## config.mk

```make
export PLATFORM = sky130hd
export DESIGN_NAME = uart_tx_rx_sequencing
export DESIGN_NICKNAME = d
export VERILOG_FILES = /design/src/hdl/uart_tx_rx_sequencing.v
export VERILOG_INCLUDE_DIRS = /design/src /design/src/hdl
export SDC_FILE = /design/constraint.sdc
export NUM_CORES = 1
export LEC_CHECK = 0
export CORE_MARGIN = 10
export CORE_UTILIZATION = 45
export CTS_BUF_LIST = sky130_fd_sc_hd__clkbuf_4
export CTS_CLUSTER_DIAMETER = 40
export DETAILED_ROUTE_END_ITERATION = 7
export DONT_BUFFER_PORTS = 1
export SLEW_MARGIN = 20
export SYNTH_ARGS = -nofsm -noshare
export SYNTH_HDL_FRONTEND = slang
export SYNTH_SLANG_ARGS = --single-unit
```

## constraint.sdc

```tcl
create_clock -name CLK -period 3.8 [get_ports CLK]
set_clock_uncertainty 0.1 [all_clocks]
set_input_delay 0.95 -clock CLK [delete_from_list [all_inputs] [get_ports CLK]]
set_output_delay 0.95 -clock CLK [all_outputs]
set_load 0.02 [all_outputs]
```

## src/hdl/uart_consts.vh

```
`ifndef UART_TX_RX_CONSTS_VH
`define UART_TX_RX_CONSTS_VH
// register byte offsets
`define OFS_MODE 5'h00
`define OFS_STAT 5'h04
`define OFS_TXD 5'h08
`define OFS_RXD 5'h0c
`define OFS_BRG 5'h10
// port_mode_register fields
`define MODE_EN 0
`define MODE_FMT_LO 1
`define MODE_FMT_HI 2
`define MODE_STOP2 3
`define MODE_HS_LO 8
`define MODE_HS_HI 9
// status/control register fields
`define STAT_TXISEL_LO 0
`define STAT_TXISEL_HI 1
`define STAT_RXISEL_LO 2
`define STAT_RXISEL_HI 3
`define STAT_TXEN 4
`define STAT_BRK 5
`define STAT_OVR 6
`define STAT_RXAV 7
`define STAT_TXFULL 8
`define STAT_TRMT 9
`define STAT_PARITY_ERROR_FLAG 10
`define STAT_FRAMING_ERROR_FLAG 11
// character formats
`define FMT_8N 2'h0
`define FMT_8E 2'h1
`define FMT_8O 2'h2
`define FMT_9N 2'h3
// handshake pin configurations
`define HS_NONE 2'h0
`define HS_SIMPLEX 2'h1
`define HS_FLOW 2'h2
`define HS_BCLK 2'h3
// tx interrupt select
`define TXI_LOAD 2'h0
`define TXI_DONE 2'h1
`define TXI_EMPTY 2'h2
// rx interrupt select
`define RXI_THREEQ 2'h2
`define RXI_FULL 2'h3
`define RX_THREEQ_LVL 4'h6
// timing
`define MID_TICK 4'h7
`define LAST_TICK 4'hf
`define BRK_BITS 4'he
`define FIFO_DEPTH 8
`define FIFO_AW 3
// reset values and bus answers
`define BRG_RST 16'h0000
`define MODE_RST 10'h000
`define RESP_OKAY 2'h0
`define RESP_SLVERR 2'h2
`endif

```

## src/hdl/uart_tx_rx_sequencing.v

```verilog
// Functional notes
// Software sets format and baud divisor, then interrupt setup, before enabling.
// Setting tx enable pulses the tx interrupt two cycles later.
// 8-bit low-byte write moves to shift register; shifting starts next baud edge.
// Byte loaded while disabled starts at once on enable, baud count cleared.
// Tx interrupt condition follows the tx interrupt select field.
// 9-bit mode accepts only full word writes; all nine bits are sent.
// With send-break set, the next written character is ignored and starts a break.
// Sync 55h written after the dummy waits in the tx FIFO behind the break.
// After the break is sent, hardware clears send-break, then sends the queued sync.
// Rx interrupt on received characters, condition from rx interrupt select.
// Overrun flag is sticky; only software clears it.
// Reading rx data pops the FIFO, showing the next character's own error flags.
// CTS/RTS pins support simplex and flow control per handshake config field.
// Handshake config 11 with port enabled drives a 16x baud clock on RTS for a nonzero divisor.
// Frame: low start, data LSB first, optional parity, high stops, idle high.
//
// The register offsets and the AXI4-Lite interface to the registers were chosen for this implementation.
`timescale 1ns/1ps
`include "uart_consts.vh"

module uart_fifo #(
  parameter W = 9,
  parameter D = 8,
  parameter AW = 3
) (
  input wire clk,
  input wire nrst,
  input wire in_valid,
  output wire in_ready,
  input wire [W-1:0] in_data,
  output wire out_valid,
  input wire out_ready,
  output wire [W-1:0] out_data,
  output reg [AW:0] count_ff
);
  reg [W-1:0] mem [0:D-1];
  reg [AW-1:0] wptr_ff;
  reg [AW-1:0] rptr_ff;
  wire push = in_valid & in_ready;
  wire pop = out_valid & out_ready;
  assign in_ready = (count_ff != D[AW:0]);
  assign out_valid = (count_ff != {(AW+1){1'b0}});
  assign out_data = mem[rptr_ff];
  always @(posedge clk) begin
    if (push) begin
      mem[wptr_ff] <= in_data;
    end
  end
  always @(posedge clk) begin
    if (!nrst) begin
      wptr_ff <= {AW{1'b0}};
      rptr_ff <= {AW{1'b0}};
      count_ff <= {(AW+1){1'b0}};
    end else begin
      if (push) begin
        wptr_ff <= wptr_ff + 1'b1;
      end
      if (pop) begin
        rptr_ff <= rptr_ff + 1'b1;
      end
      if (push && !pop) begin
        count_ff <= count_ff + 1'b1;
      end else if (pop && !push) begin
        count_ff <= count_ff - 1'b1;
      end
    end
  end
endmodule // uart_fifo

////////////////////////////////////////////////////////////////////////////////

module uart_tx_rx_sequencing (
  input wire CLK,
  input wire NRST,
  input wire AWVALID,
  output wire AWREADY,
  input wire [7:0] AWADDR,
  input wire WVALID,
  output wire WREADY,
  input wire [31:0] WDATA,
  input wire [3:0] WSTRB,
  output reg BVALID,
  input wire BREADY,
  output reg [1:0] BRESP,
  input wire ARVALID,
  output wire ARREADY,
  input wire [7:0] ARADDR,
  output reg RVALID,
  input wire RREADY,
  output reg [31:0] RDATA,
  output reg [1:0] RRESP,
  input wire RX,
  output reg TX,
  input wire CLEAR_TO_SEND_PIN_N,
  output reg REQUEST_TO_SEND_PIN_N,
  output reg TX_IRQ,
  output reg RX_IRQ
);
  localparam TX_IDLE = 2'h0;
  localparam TX_WAIT = 2'h1;
  localparam TX_SHIFT = 2'h2;
  localparam RX_IDLE = 2'h0;
  localparam RX_START = 2'h1;
  localparam RX_BITS = 2'h2;

  // data plus parity bit count for a format
  function [3:0] frame_bits;
    input [1:0] fmt;
    begin
      frame_bits = (fmt == `FMT_8N) ? 4'h8 : 4'h9;
    end
  endfunction

  function par_bit;
    input [1:0] fmt;
    input [8:0] d;
    begin
      par_bit = (^d[7:0]) ^ (fmt == `FMT_8O);
    end
  endfunction

  ////////////////////////////////////////////////////////////////////////////
  // registers
  reg [9:0] mode_ff;
  reg [15:0] brg_ff;
  reg [1:0] txisel_ff;
  reg [1:0] rxisel_ff;
  reg txen_ff;
  reg brk_ff;
  reg ovr_ff;
  reg aw_ff;
  reg w_ff;
  reg [4:0] awaddr_ff;
  reg [31:0] wdata_ff;
  reg [3:0] wstrb_ff;
  wire port_en = mode_ff[`MODE_EN];
  wire [1:0] fmt = mode_ff[`MODE_FMT_HI:`MODE_FMT_LO];
  wire [1:0] hs = mode_ff[`MODE_HS_HI:`MODE_HS_LO];

  wire tx_in_ready;
  wire tx_out_valid;
  wire [8:0] tx_out_data;
  wire rx_in_ready;
  wire rx_out_valid;
  wire [10:0] rx_out_data;
  wire [3:0] rx_count;
  reg rx_push;
  reg [10:0] rx_word;
  wire brk_done;

  assign AWREADY = !aw_ff;
  assign WREADY = !w_ff;
  assign ARREADY = !RVALID;
  wire wr_txd = (awaddr_ff == `OFS_TXD);
  // a tx write waits for FIFO room, so bus back-pressure reaches software
  wire do_wr = aw_ff & w_ff & !BVALID & !(wr_txd & !tx_in_ready);
  wire wr_word = (wstrb_ff[1:0] == 2'h3);
  wire tx_push = do_wr & wr_txd & port_en &
    ((fmt == `FMT_9N) ? wr_word : wstrb_ff[0]);
  wire wr_stat = do_wr & (awaddr_ff == `OFS_STAT) & wstrb_ff[0];
  wire rd_take = ARVALID & !RVALID;
  wire rd_pop = rd_take & (ARADDR[4:0] == `OFS_RXD) & rx_out_valid;
  wire ovr_set = rx_push & !rx_in_ready;

  always @(posedge CLK) begin
    if (!NRST) begin
      aw_ff <= 1'b0;
      w_ff <= 1'b0;
      awaddr_ff <= 5'h00;
      wdata_ff <= 32'h00000000;
      wstrb_ff <= 4'h0;
      BVALID <= 1'b0;
      BRESP <= `RESP_OKAY;
      mode_ff <= `MODE_RST;
      brg_ff <= `BRG_RST;
      txisel_ff <= 2'h0;
      rxisel_ff <= 2'h0;
      txen_ff <= 1'b0;
      brk_ff <= 1'b0;
      ovr_ff <= 1'b0;
    end else begin
      if (AWVALID && !aw_ff) begin
        aw_ff <= 1'b1;
        awaddr_ff <= AWADDR[4:0];
      end
      if (WVALID && !w_ff) begin
        w_ff <= 1'b1;
        wdata_ff <= WDATA;
        wstrb_ff <= WSTRB;
      end
      if (BVALID && BREADY) begin
        BVALID <= 1'b0;
      end
      if (do_wr) begin
        aw_ff <= 1'b0;
        w_ff <= 1'b0;
        BVALID <= 1'b1;
        BRESP <= `RESP_OKAY;
        case (awaddr_ff)
          `OFS_MODE: begin
            if (wstrb_ff[0]) mode_ff[7:0] <= wdata_ff[7:0];
            if (wstrb_ff[1]) mode_ff[9:8] <= wdata_ff[9:8];
          end
          `OFS_BRG: begin
            if (wstrb_ff[0]) brg_ff[7:0] <= wdata_ff[7:0];
            if (wstrb_ff[1]) brg_ff[15:8] <= wdata_ff[15:8];
          end
          `OFS_STAT, `OFS_TXD: begin
          end
          default: begin
            BRESP <= `RESP_SLVERR;
          end
        endcase
      end
      if (wr_stat) begin
        txisel_ff <= wdata_ff[`STAT_TXISEL_HI:`STAT_TXISEL_LO];
        rxisel_ff <= wdata_ff[`STAT_RXISEL_HI:`STAT_RXISEL_LO];
        txen_ff <= wdata_ff[`STAT_TXEN];
      end
      // hardware clear after the break; a software set in the same cycle wins
      if (wr_stat && wdata_ff[`STAT_BRK]) begin
        brk_ff <= 1'b1;
      end else if (brk_done || (wr_stat && !wdata_ff[`STAT_BRK])) begin
        brk_ff <= 1'b0;
      end
      // only a software write of zero clears; a new overrun wins
      if (ovr_set) begin
        ovr_ff <= 1'b1;
      end else if (wr_stat && !wdata_ff[`STAT_OVR]) begin
        ovr_ff <= 1'b0;
      end
    end
  end

  ////////////////////////////////////////////////////////////////////////////
  // read channel
  wire tx_busy;
  reg [31:0] rd_val;
  reg [1:0] rd_resp;
  always @* begin
    rd_val = 32'h00000000;
    rd_resp = `RESP_OKAY;
    case (ARADDR[4:0])
      `OFS_MODE: rd_val[9:0] = mode_ff;
      `OFS_BRG: rd_val[15:0] = brg_ff;
      `OFS_STAT: begin
        rd_val[`STAT_TXISEL_HI:`STAT_TXISEL_LO] = txisel_ff;
        rd_val[`STAT_RXISEL_HI:`STAT_RXISEL_LO] = rxisel_ff;
        rd_val[`STAT_TXEN] = txen_ff;
        rd_val[`STAT_BRK] = brk_ff;
        rd_val[`STAT_OVR] = ovr_ff;
        rd_val[`STAT_RXAV] = rx_out_valid;
        rd_val[`STAT_TXFULL] = !tx_in_ready;
        rd_val[`STAT_TRMT] = !tx_busy & !tx_out_valid;
        rd_val[`STAT_PARITY_ERROR_FLAG] = rx_out_valid & rx_out_data[9];
        rd_val[`STAT_FRAMING_ERROR_FLAG] = rx_out_valid & rx_out_data[10];
      end
      `OFS_RXD: rd_val[8:0] = rx_out_valid ? rx_out_data[8:0] : 9'h000;
      `OFS_TXD: rd_val = 32'h00000000;
      default: rd_resp = `RESP_SLVERR;
    endcase
  end

  always @(posedge CLK) begin
    if (!NRST) begin
      RVALID <= 1'b0;
      RDATA <= 32'h00000000;
      RRESP <= `RESP_OKAY;
    end else if (rd_take) begin
      RVALID <= 1'b1;
      RDATA <= rd_val;
      RRESP <= rd_resp;
    end else if (RREADY) begin
      RVALID <= 1'b0;
    end
  end

  ////////////////////////////////////////////////////////////////////////////
  // baud generator: x16 tick, held cleared while the port is off
  reg [15:0] bcnt_ff;
  reg bclk_ff;
  wire tick = port_en & (bcnt_ff == brg_ff);
  wire half = port_en & (bcnt_ff == {1'b0, brg_ff[15:1]});
  always @(posedge CLK) begin
    if (!NRST || !port_en) begin
      bcnt_ff <= 16'h0000;
      bclk_ff <= 1'b0;
    end else begin
      bcnt_ff <= tick ? 16'h0000 : bcnt_ff + 16'h0001;
      // a zero divisor toggles every cycle, at half the tick rate; duty is coarse for even divisors
      if (tick || half) bclk_ff <= ~bclk_ff;
    end
  end

  ////////////////////////////////////////////////////////////////////////////
  // transmitter
  reg [1:0] txs_ff;
  reg [12:0] tsh_ff;
  reg [3:0] tleft_ff;
  reg [3:0] tsub_ff;
  reg tbrk_ff;
  reg cts_s1_ff;
  reg cts_s2_ff;
  wire cts_ok = (hs != `HS_FLOW) | !cts_s2_ff;
  wire tx_pop = (txs_ff == TX_IDLE) & txen_ff & port_en & tx_out_valid & cts_ok;
  wire tbit_end = (txs_ff == TX_SHIFT) & tick & (tsub_ff == `LAST_TICK);
  wire tx_last = tbit_end & (tleft_ff == 4'h1);
  assign tx_busy = (txs_ff != TX_IDLE);
  assign brk_done = tx_last & tbrk_ff;

  uart_fifo #(.W(9), .D(`FIFO_DEPTH), .AW(`FIFO_AW)) tx_fifo (
    .clk(CLK),
    .nrst(NRST),
    .in_valid(tx_push),
    .in_ready(tx_in_ready),
    .in_data((fmt == `FMT_9N) ? wdata_ff[8:0] : {1'b0, wdata_ff[7:0]}),
    .out_valid(tx_out_valid),
    .out_ready(tx_pop),
    .out_data(tx_out_data),
    .count_ff()
  );

  always @(posedge CLK) begin
    if (!NRST) begin
      cts_s1_ff <= 1'b1;
      cts_s2_ff <= 1'b1;
      txs_ff <= TX_IDLE;
      tsh_ff <= 13'h1fff;
      tleft_ff <= 4'h0;
      tsub_ff <= 4'h0;
      tbrk_ff <= 1'b0;
      TX <= 1'b1;
    end else begin
      cts_s1_ff <= CLEAR_TO_SEND_PIN_N;
      cts_s2_ff <= cts_s1_ff;
      case (txs_ff)
        TX_IDLE: begin
          TX <= 1'b1;
          tsub_ff <= 4'h0;
          if (tx_pop) begin
            txs_ff <= TX_WAIT;
            tbrk_ff <= brk_ff;
            if (brk_ff) begin
              tsh_ff <= 13'h0000;
              tleft_ff <= `BRK_BITS;
            end else begin
              // start, data lsb first, parity, stops; ones shift in behind
              if (fmt == `FMT_9N) begin
                tsh_ff <= {3'h7, tx_out_data, 1'b0};
              end else if (fmt == `FMT_8N) begin
                tsh_ff <= {4'hf, tx_out_data[7:0], 1'b0};
              end else begin
                tsh_ff <= {3'h7, par_bit(fmt, tx_out_data), tx_out_data[7:0], 1'b0};
              end
              tleft_ff <= frame_bits(fmt) + 4'h2 + {3'h0, mode_ff[`MODE_STOP2]};
            end
          end
        end
        TX_WAIT: begin
          if (tick) begin
            txs_ff <= TX_SHIFT;
            TX <= tsh_ff[0];
            tsh_ff <= {1'b1, tsh_ff[12:1]};
          end
        end
        TX_SHIFT: begin
          if (tick) tsub_ff <= tsub_ff + 4'h1;
          if (tx_last) begin
            txs_ff <= TX_IDLE;
            tbrk_ff <= 1'b0;
            TX <= 1'b1;
          end else if (tbit_end) begin
            tleft_ff <= tleft_ff - 4'h1;
            TX <= tsh_ff[0];
            tsh_ff <= {1'b1, tsh_ff[12:1]};
          end
        end
        default: txs_ff <= TX_IDLE;
      endcase
    end
  end

  ////////////////////////////////////////////////////////////////////////////
  // tx interrupt
  reg txen_dly_ff;
  reg txen_prev_ff;
  reg tx_empty_prev_ff;
  reg tx_cond;
  always @* begin
    case (txisel_ff)
      `TXI_DONE: tx_cond = tx_last & !tx_out_valid;
      `TXI_EMPTY: tx_cond = tx_out_valid == 1'b0 && tx_empty_prev_ff == 1'b0;
      default: tx_cond = tx_pop;
    endcase
  end
  always @(posedge CLK) begin
    if (!NRST) begin
      txen_prev_ff <= 1'b0;
      txen_dly_ff <= 1'b0;
      tx_empty_prev_ff <= 1'b1;
      TX_IRQ <= 1'b0;
    end else begin
      txen_prev_ff <= txen_ff;
      txen_dly_ff <= txen_ff & !txen_prev_ff;
      tx_empty_prev_ff <= !tx_out_valid;
      TX_IRQ <= txen_dly_ff | (txen_ff & tx_cond);
    end
  end

  ////////////////////////////////////////////////////////////////////////////
  // receiver
  reg rx_s1_ff;
  reg rx_s2_ff;
  reg [1:0] rxs_ff;
  reg [3:0] rsub_ff;
  reg [3:0] ridx_ff;
  reg [9:0] rsh_ff;
  wire [3:0] rlast = frame_bits(fmt);
  wire [8:0] rdat = (fmt == `FMT_9N) ? rsh_ff[8:0] : {1'b0, rsh_ff[7:0]};
  wire rperr = (fmt == `FMT_8E || fmt == `FMT_8O) && (rsh_ff[8] != par_bit(fmt, rdat));

  uart_fifo #(.W(11), .D(`FIFO_DEPTH), .AW(`FIFO_AW)) rx_fifo (
    .clk(CLK),
    .nrst(NRST),
    .in_valid(rx_push),
    .in_ready(rx_in_ready),
    .in_data(rx_word),
    .out_valid(rx_out_valid),
    .out_ready(rd_pop),
    .out_data(rx_out_data),
    .count_ff(rx_count)
  );

  always @(posedge CLK) begin
    if (!NRST) begin
      rx_s1_ff <= 1'b1;
      rx_s2_ff <= 1'b1;
      rxs_ff <= RX_IDLE;
      rsub_ff <= 4'h0;
      ridx_ff <= 4'h0;
      rsh_ff <= 10'h000;
      rx_push <= 1'b0;
      rx_word <= 11'h000;
    end else begin
      rx_s1_ff <= RX;
      rx_s2_ff <= rx_s1_ff;
      rx_push <= 1'b0;
      case (rxs_ff)
        RX_IDLE: begin
          rsub_ff <= 4'h0;
          ridx_ff <= 4'h0;
          if (port_en && tick && !rx_s2_ff) rxs_ff <= RX_START;
        end
        RX_START: begin
          if (tick) begin
            rsub_ff <= rsub_ff + 4'h1;
            // a glitch shorter than half a bit is not a start
            if (rsub_ff == `MID_TICK) begin
              rsub_ff <= 4'h0;
              rxs_ff <= rx_s2_ff ? RX_IDLE : RX_BITS;
            end
          end
        end
        RX_BITS: begin
          if (tick) begin
            rsub_ff <= rsub_ff + 4'h1;
            if (rsub_ff == `LAST_TICK) begin
              if (ridx_ff == rlast) begin
                rxs_ff <= RX_IDLE;
                rx_push <= 1'b1;
                rx_word <= {!rx_s2_ff, rperr, rdat};
              end else begin
                rsh_ff[ridx_ff] <= rx_s2_ff;
                ridx_ff <= ridx_ff + 4'h1;
              end
            end
          end
        end
        default: rxs_ff <= RX_IDLE;
      endcase
      if (!port_en) rxs_ff <= RX_IDLE;
    end
  end

  reg rx_cond;
  always @* begin
    case (rxisel_ff)
      `RXI_THREEQ: rx_cond = (rx_count == (`RX_THREEQ_LVL - 4'h1));
      `RXI_FULL: rx_cond = (rx_count == (`FIFO_DEPTH - 1));
      default: rx_cond = 1'b1;
    endcase
  end

  ////////////////////////////////////////////////////////////////////////////
  // rx interrupt and handshake pins
  always @(posedge CLK) begin
    if (!NRST) begin
      RX_IRQ <= 1'b0;
      REQUEST_TO_SEND_PIN_N <= 1'b1;
    end else begin
      RX_IRQ <= rx_push & rx_in_ready & rx_cond;
      case (hs)
        `HS_SIMPLEX: REQUEST_TO_SEND_PIN_N <= !(tx_busy | tx_out_valid);
        `HS_FLOW: REQUEST_TO_SEND_PIN_N <= !rx_in_ready;
        `HS_BCLK: REQUEST_TO_SEND_PIN_N <= port_en ? bclk_ff : 1'b1;
        default: REQUEST_TO_SEND_PIN_N <= 1'b1;
      endcase
    end
  end
endmodule // uart_tx_rx_sequencing

```

==> qor.csv <==
stage;metric;value;unit
pwr;pwr dens;440;nW/um^2
cts;clk_lat worst skew;0.75;ns
logic_synthesis;Syn Inst Count;1309;
place;placed inst area;15900;sq um
route;DR vias/cell;5.14;
min_path;worst-case hold path end point;rx_s1_ff$_SDFF_PN1_;
global_route;grt total ovfl;0;
route;per-cell routed wire length;18.1;microns
logic_synthesis;main combinational cell family by area after synthesis;simple AND/OR/NAND/NOR gates;
finish;layout cell share with drive strength beyond 1;16.1;%
setup_path;crit path kind;register to register;
cts;CTS tree;built;
logic_synthesis;Synth Area in Simple Gates;14.2;%
sta;Final period util;90.8;%
logic_synthesis;EDFF count, synth;160;
cts;cts hold-fix bufs;0;
route;final antenna-violating net count;0;
min_path;hold depth;1;
die;core box area;33600;sq um
setup_path;R2R cell count;13;
finish;fin area;17000;sq um
route;Vias;9754;
setup_path;R2R Setup Slk;0.35;ns
outcome;status;complete, no violations;
pwr;VDD IR max;258;uV
die;Die W;205;microns
logic_synthesis;sequential area share after synthesis;55.7;%
cts;cts bufs inserted;94;
logic_synthesis;largest cells by area after synthesis;edfxtp_1 31%, dfxtp_1 24%, mux2i_1 6.0%;
global_route;initial antenna violation count;2;
place;placed instance count;1731;
setup_path;crit path max fanout;6;
global_route;via count of the first global-routing pass;9838;
setup_path;startpoint types;register;
cts;postcts setup bufs;0;
sta;worst slew pin tran;1.04;ns
place;IO Port Bufs;0;
logic_synthesis;post-synthesis average cell area;11.7;sq um
finish;fin cells;1899;
setup_path;reg-to-reg startpoint;awaddr_ff[4]$_SDFFE_PN0P_;
route;drt total wl;34300;microns
flow_run;Max Cap Viol;0;
logic_synthesis;Synth Area in Compound Gates;7.67;%
place;GPL Wtd Cong;0.843;
die;Die Span Y;205;microns
finish;synth-to-layout area growth;10.8;%
setup_path;CP required;4.38;ns
die;Die Footprint;41900;sq um
setup_path;Worst setup EP type;register;
sta;max-slew violations;0;
cts;deepest clock path buffer count;3;
route;1st-iter DRT viols;585;
route;DRC;0;
sta;Setup TNS;0;ns
logic_synthesis;XOR/XNOR Fraction of Synth Area;4.88;%
die;number of top-level pins;106;
die;initial core utilization;45.7;%
cts;CTS H-tree lvls;3;
setup_path;WP data arrival;4.02;ns
global_route;global-route wire length before repair;53900;microns
sta;max frequency;290;MHz
logic_synthesis;Async SR Flop Fraction;0;%
pwr;P_leak;5.85;nW
global_route;Total Routing Usage GR;16.4;%
min_path;Min-Delay Path Class;input pin to register;
sta;Hold WS;0.168;ns
sta;worst relative slew slack;29.9;%
finish;Final nets;1477;
die;Rows;67;
sta;min cycle time layout;3.45;ns
logic_synthesis;Mapped Area;15400;sq um
setup_path;RR Endpoint;tx_fifo.count_ff[3]$_SDFFE_PN0P_;
logic_synthesis;mux cell area share after synthesis;10.8;%
finish;final core occ;50.6;%
logic_synthesis;post-synth top area share;31.3;%
cts;CTS sink cnt;347;
global_route;largest net degree at the start of global routing;165;
place;DP Wirelength;22900;microns
cts;CTS root buf;clkbuf_4;
logic_synthesis;post-synth top area cell;edfxtp_1;
sta;Final Hold Violating Endpoints;0;
logic_synthesis;Synth cell types;67;
sta;final setup vio count;0;
route;total iterations of the first detailed-routing run;5;
logic_synthesis;ys flop type;dfxtp_1;
logic_synthesis;Synth Register Bits;347;
logic_synthesis;Ys Warns;0;
sta;RSZ-0062 raised after global routing;no;
cts;clock-pin slew on the worst setup and hold paths;0.07;ns
min_path;worst hold path startpoint;NRST;
logic_synthesis;Post-Synth Adder-Cell Area;3.11;%
==> layer usage <==
metal  up-vias  GRT usage [%]  part of all wire [%]
met5         -              0                     0
met1      4718           21.1                    46
li1       4823              -                     -
met2       175           25.8                    47
met3        38           4.77                   5.3
met4         0           5.74                   1.5
==> cell usage after synthesis (4+ instances only) <==
cell type    n
nand2b_1    16
o21a_1       8
xor2_1      27
clkbuf_1    44
a22oi_1     13
ha_1        35
or2_2        4
and3_1       8
buf_6        4
nor2_1      50
edfxtp_1   160
nand4_1      8
dfxtp_1    187
nor3_1      17
nor4_1      12
o211ai_1     5
nand2_1    161
o22ai_1      9
nor3b_1      9
o221ai_1     9
or3_1        5
inv_1       35
a21boi_0    52
xnor2_1     53
buf_1        6
mux2i_1     92
o21ai_0     32
buf_2        4
and2_1      23
nand3_1     35
buf_4       19
a21oi_1     22
mux4_2      32
nor2b_1     64
==> metrics by stage <==
step                      worst slack, ns  power, mW
after floorplan                     0.218       4.38
after global routing               0.0725       7.86
final                               0.351       7.48
after detailed placement            0.339       4.41
after global placement              0.343       4.41
after CTS                           0.313       7.59
==> where the power goes <==
group | switching [mW] | internal, mW
logic | 0.190 | 0.135
clock network | 1.52 | 1.63
registers | 0.0674 | 3.94
total | 1.78 | 5.70
==> what timing repair did <==
action / CTS / global route
endpoints found under the hold margin: 0 / 0
gates resized for setup: 0 / 1
endpoints found under the setup margin: 0 / 1
==> worst max-delay path by stage <==
| stage | startpoint | endpoint | slack, ns | cells after the start |
|---|---|---|---|---|
| 4_1_cts | awaddr_ff[4]$_SDFFE_PN0P_ | tx_fifo.count_ff[3]$_SDFFE_PN0P_ | 0.31 | 13 |
| 3_5_place_dp | awaddr_ff[4]$_SDFFE_PN0P_ | tx_fifo.count_ff[3]$_SDFFE_PN0P_ | 0.34 | 13 |
| 2_1_floorplan | awaddr_ff[4]$_SDFFE_PN0P_ | tx_fifo.count_ff[3]$_SDFFE_PN0P_ | 0.22 | 14 |
| 6_report | awaddr_ff[4]$_SDFFE_PN0P_ | tx_fifo.count_ff[3]$_SDFFE_PN0P_ | 0.35 | 13 |
| 3_3_place_gp | awaddr_ff[4]$_SDFFE_PN0P_ | tx_fifo.count_ff[3]$_SDFFE_PN0P_ | 0.34 | 13 |
| 5_1_grt | awaddr_ff[4]$_SDFFE_PN0P_ | tx_fifo.count_ff[3]$_SDFFE_PN0P_ | 0.07 | 13 |
==> cells by family after synthesis <==
family,Yosys count
AND/OR/NAND/NOR,430
flip-flops,347
AO/OA/AOI/OAI,169
multiplexers,126
buffers and inverters,116
XOR/XNOR,83
adder cells (fa/ha/maj),37
other,1
==> state kept, by name, summed over array words and instances, names as in the netlist, 5 cells and up, named ones only <==
signal and cells:
rx_fifo.mem 88, tx_fifo.mem 72, RDATA 16, bcnt_ff 16, brg_ff 16, wdata_ff 16
tsh_ff 13, rx_word 11, mode_ff 10, rsh_ff 9, awaddr_ff 5
==> layout make-up <==
type                       instances  area, sq um
antenna                            2         5.00
clock buffer                     134         1010
clock inverter                    32          145
fill                            3083        16600
inverter                          37          139
multi-input combinational        863         6340
sequential                       347         8550
tap                              448          561
timing repair buffer              36          270
==> cells in the final DEF (no fill, tap or decap), types with 18 or more instances in the layout <==
master      n
a21boi_0   52
a21oi_1    22
and2_1     23
buf_4      36
clkbuf_4  134
clkinv_1   26
conb_1     18
dfxtp_1   187
edfxtp_1  160
ha_1       35
inv_1      35
mux2i_1    92
mux4_2     32
nand2_1   161
nand3_1    35
nor2_1     49
nor2b_1    64
o21ai_0    32
xnor2_1    53
xor2_1     27
==> worst max-delay path, stage by stage (launching register included) <==
cell and delay, ns:
dfxtp_1 0.34, or3_1 0.48, nor3b_1 0.50, a2111oi_4 0.18
nand2_1 0.24, nor3_2 0.09, ha_1 0.22, inv_1 0.12
ha_1 0.25, a21o_1 0.18, a21oi_1 0.16, xnor2_1 0.09
or3_1 0.30, a21boi_0 0.16
(Power assumes the default switching activity.)
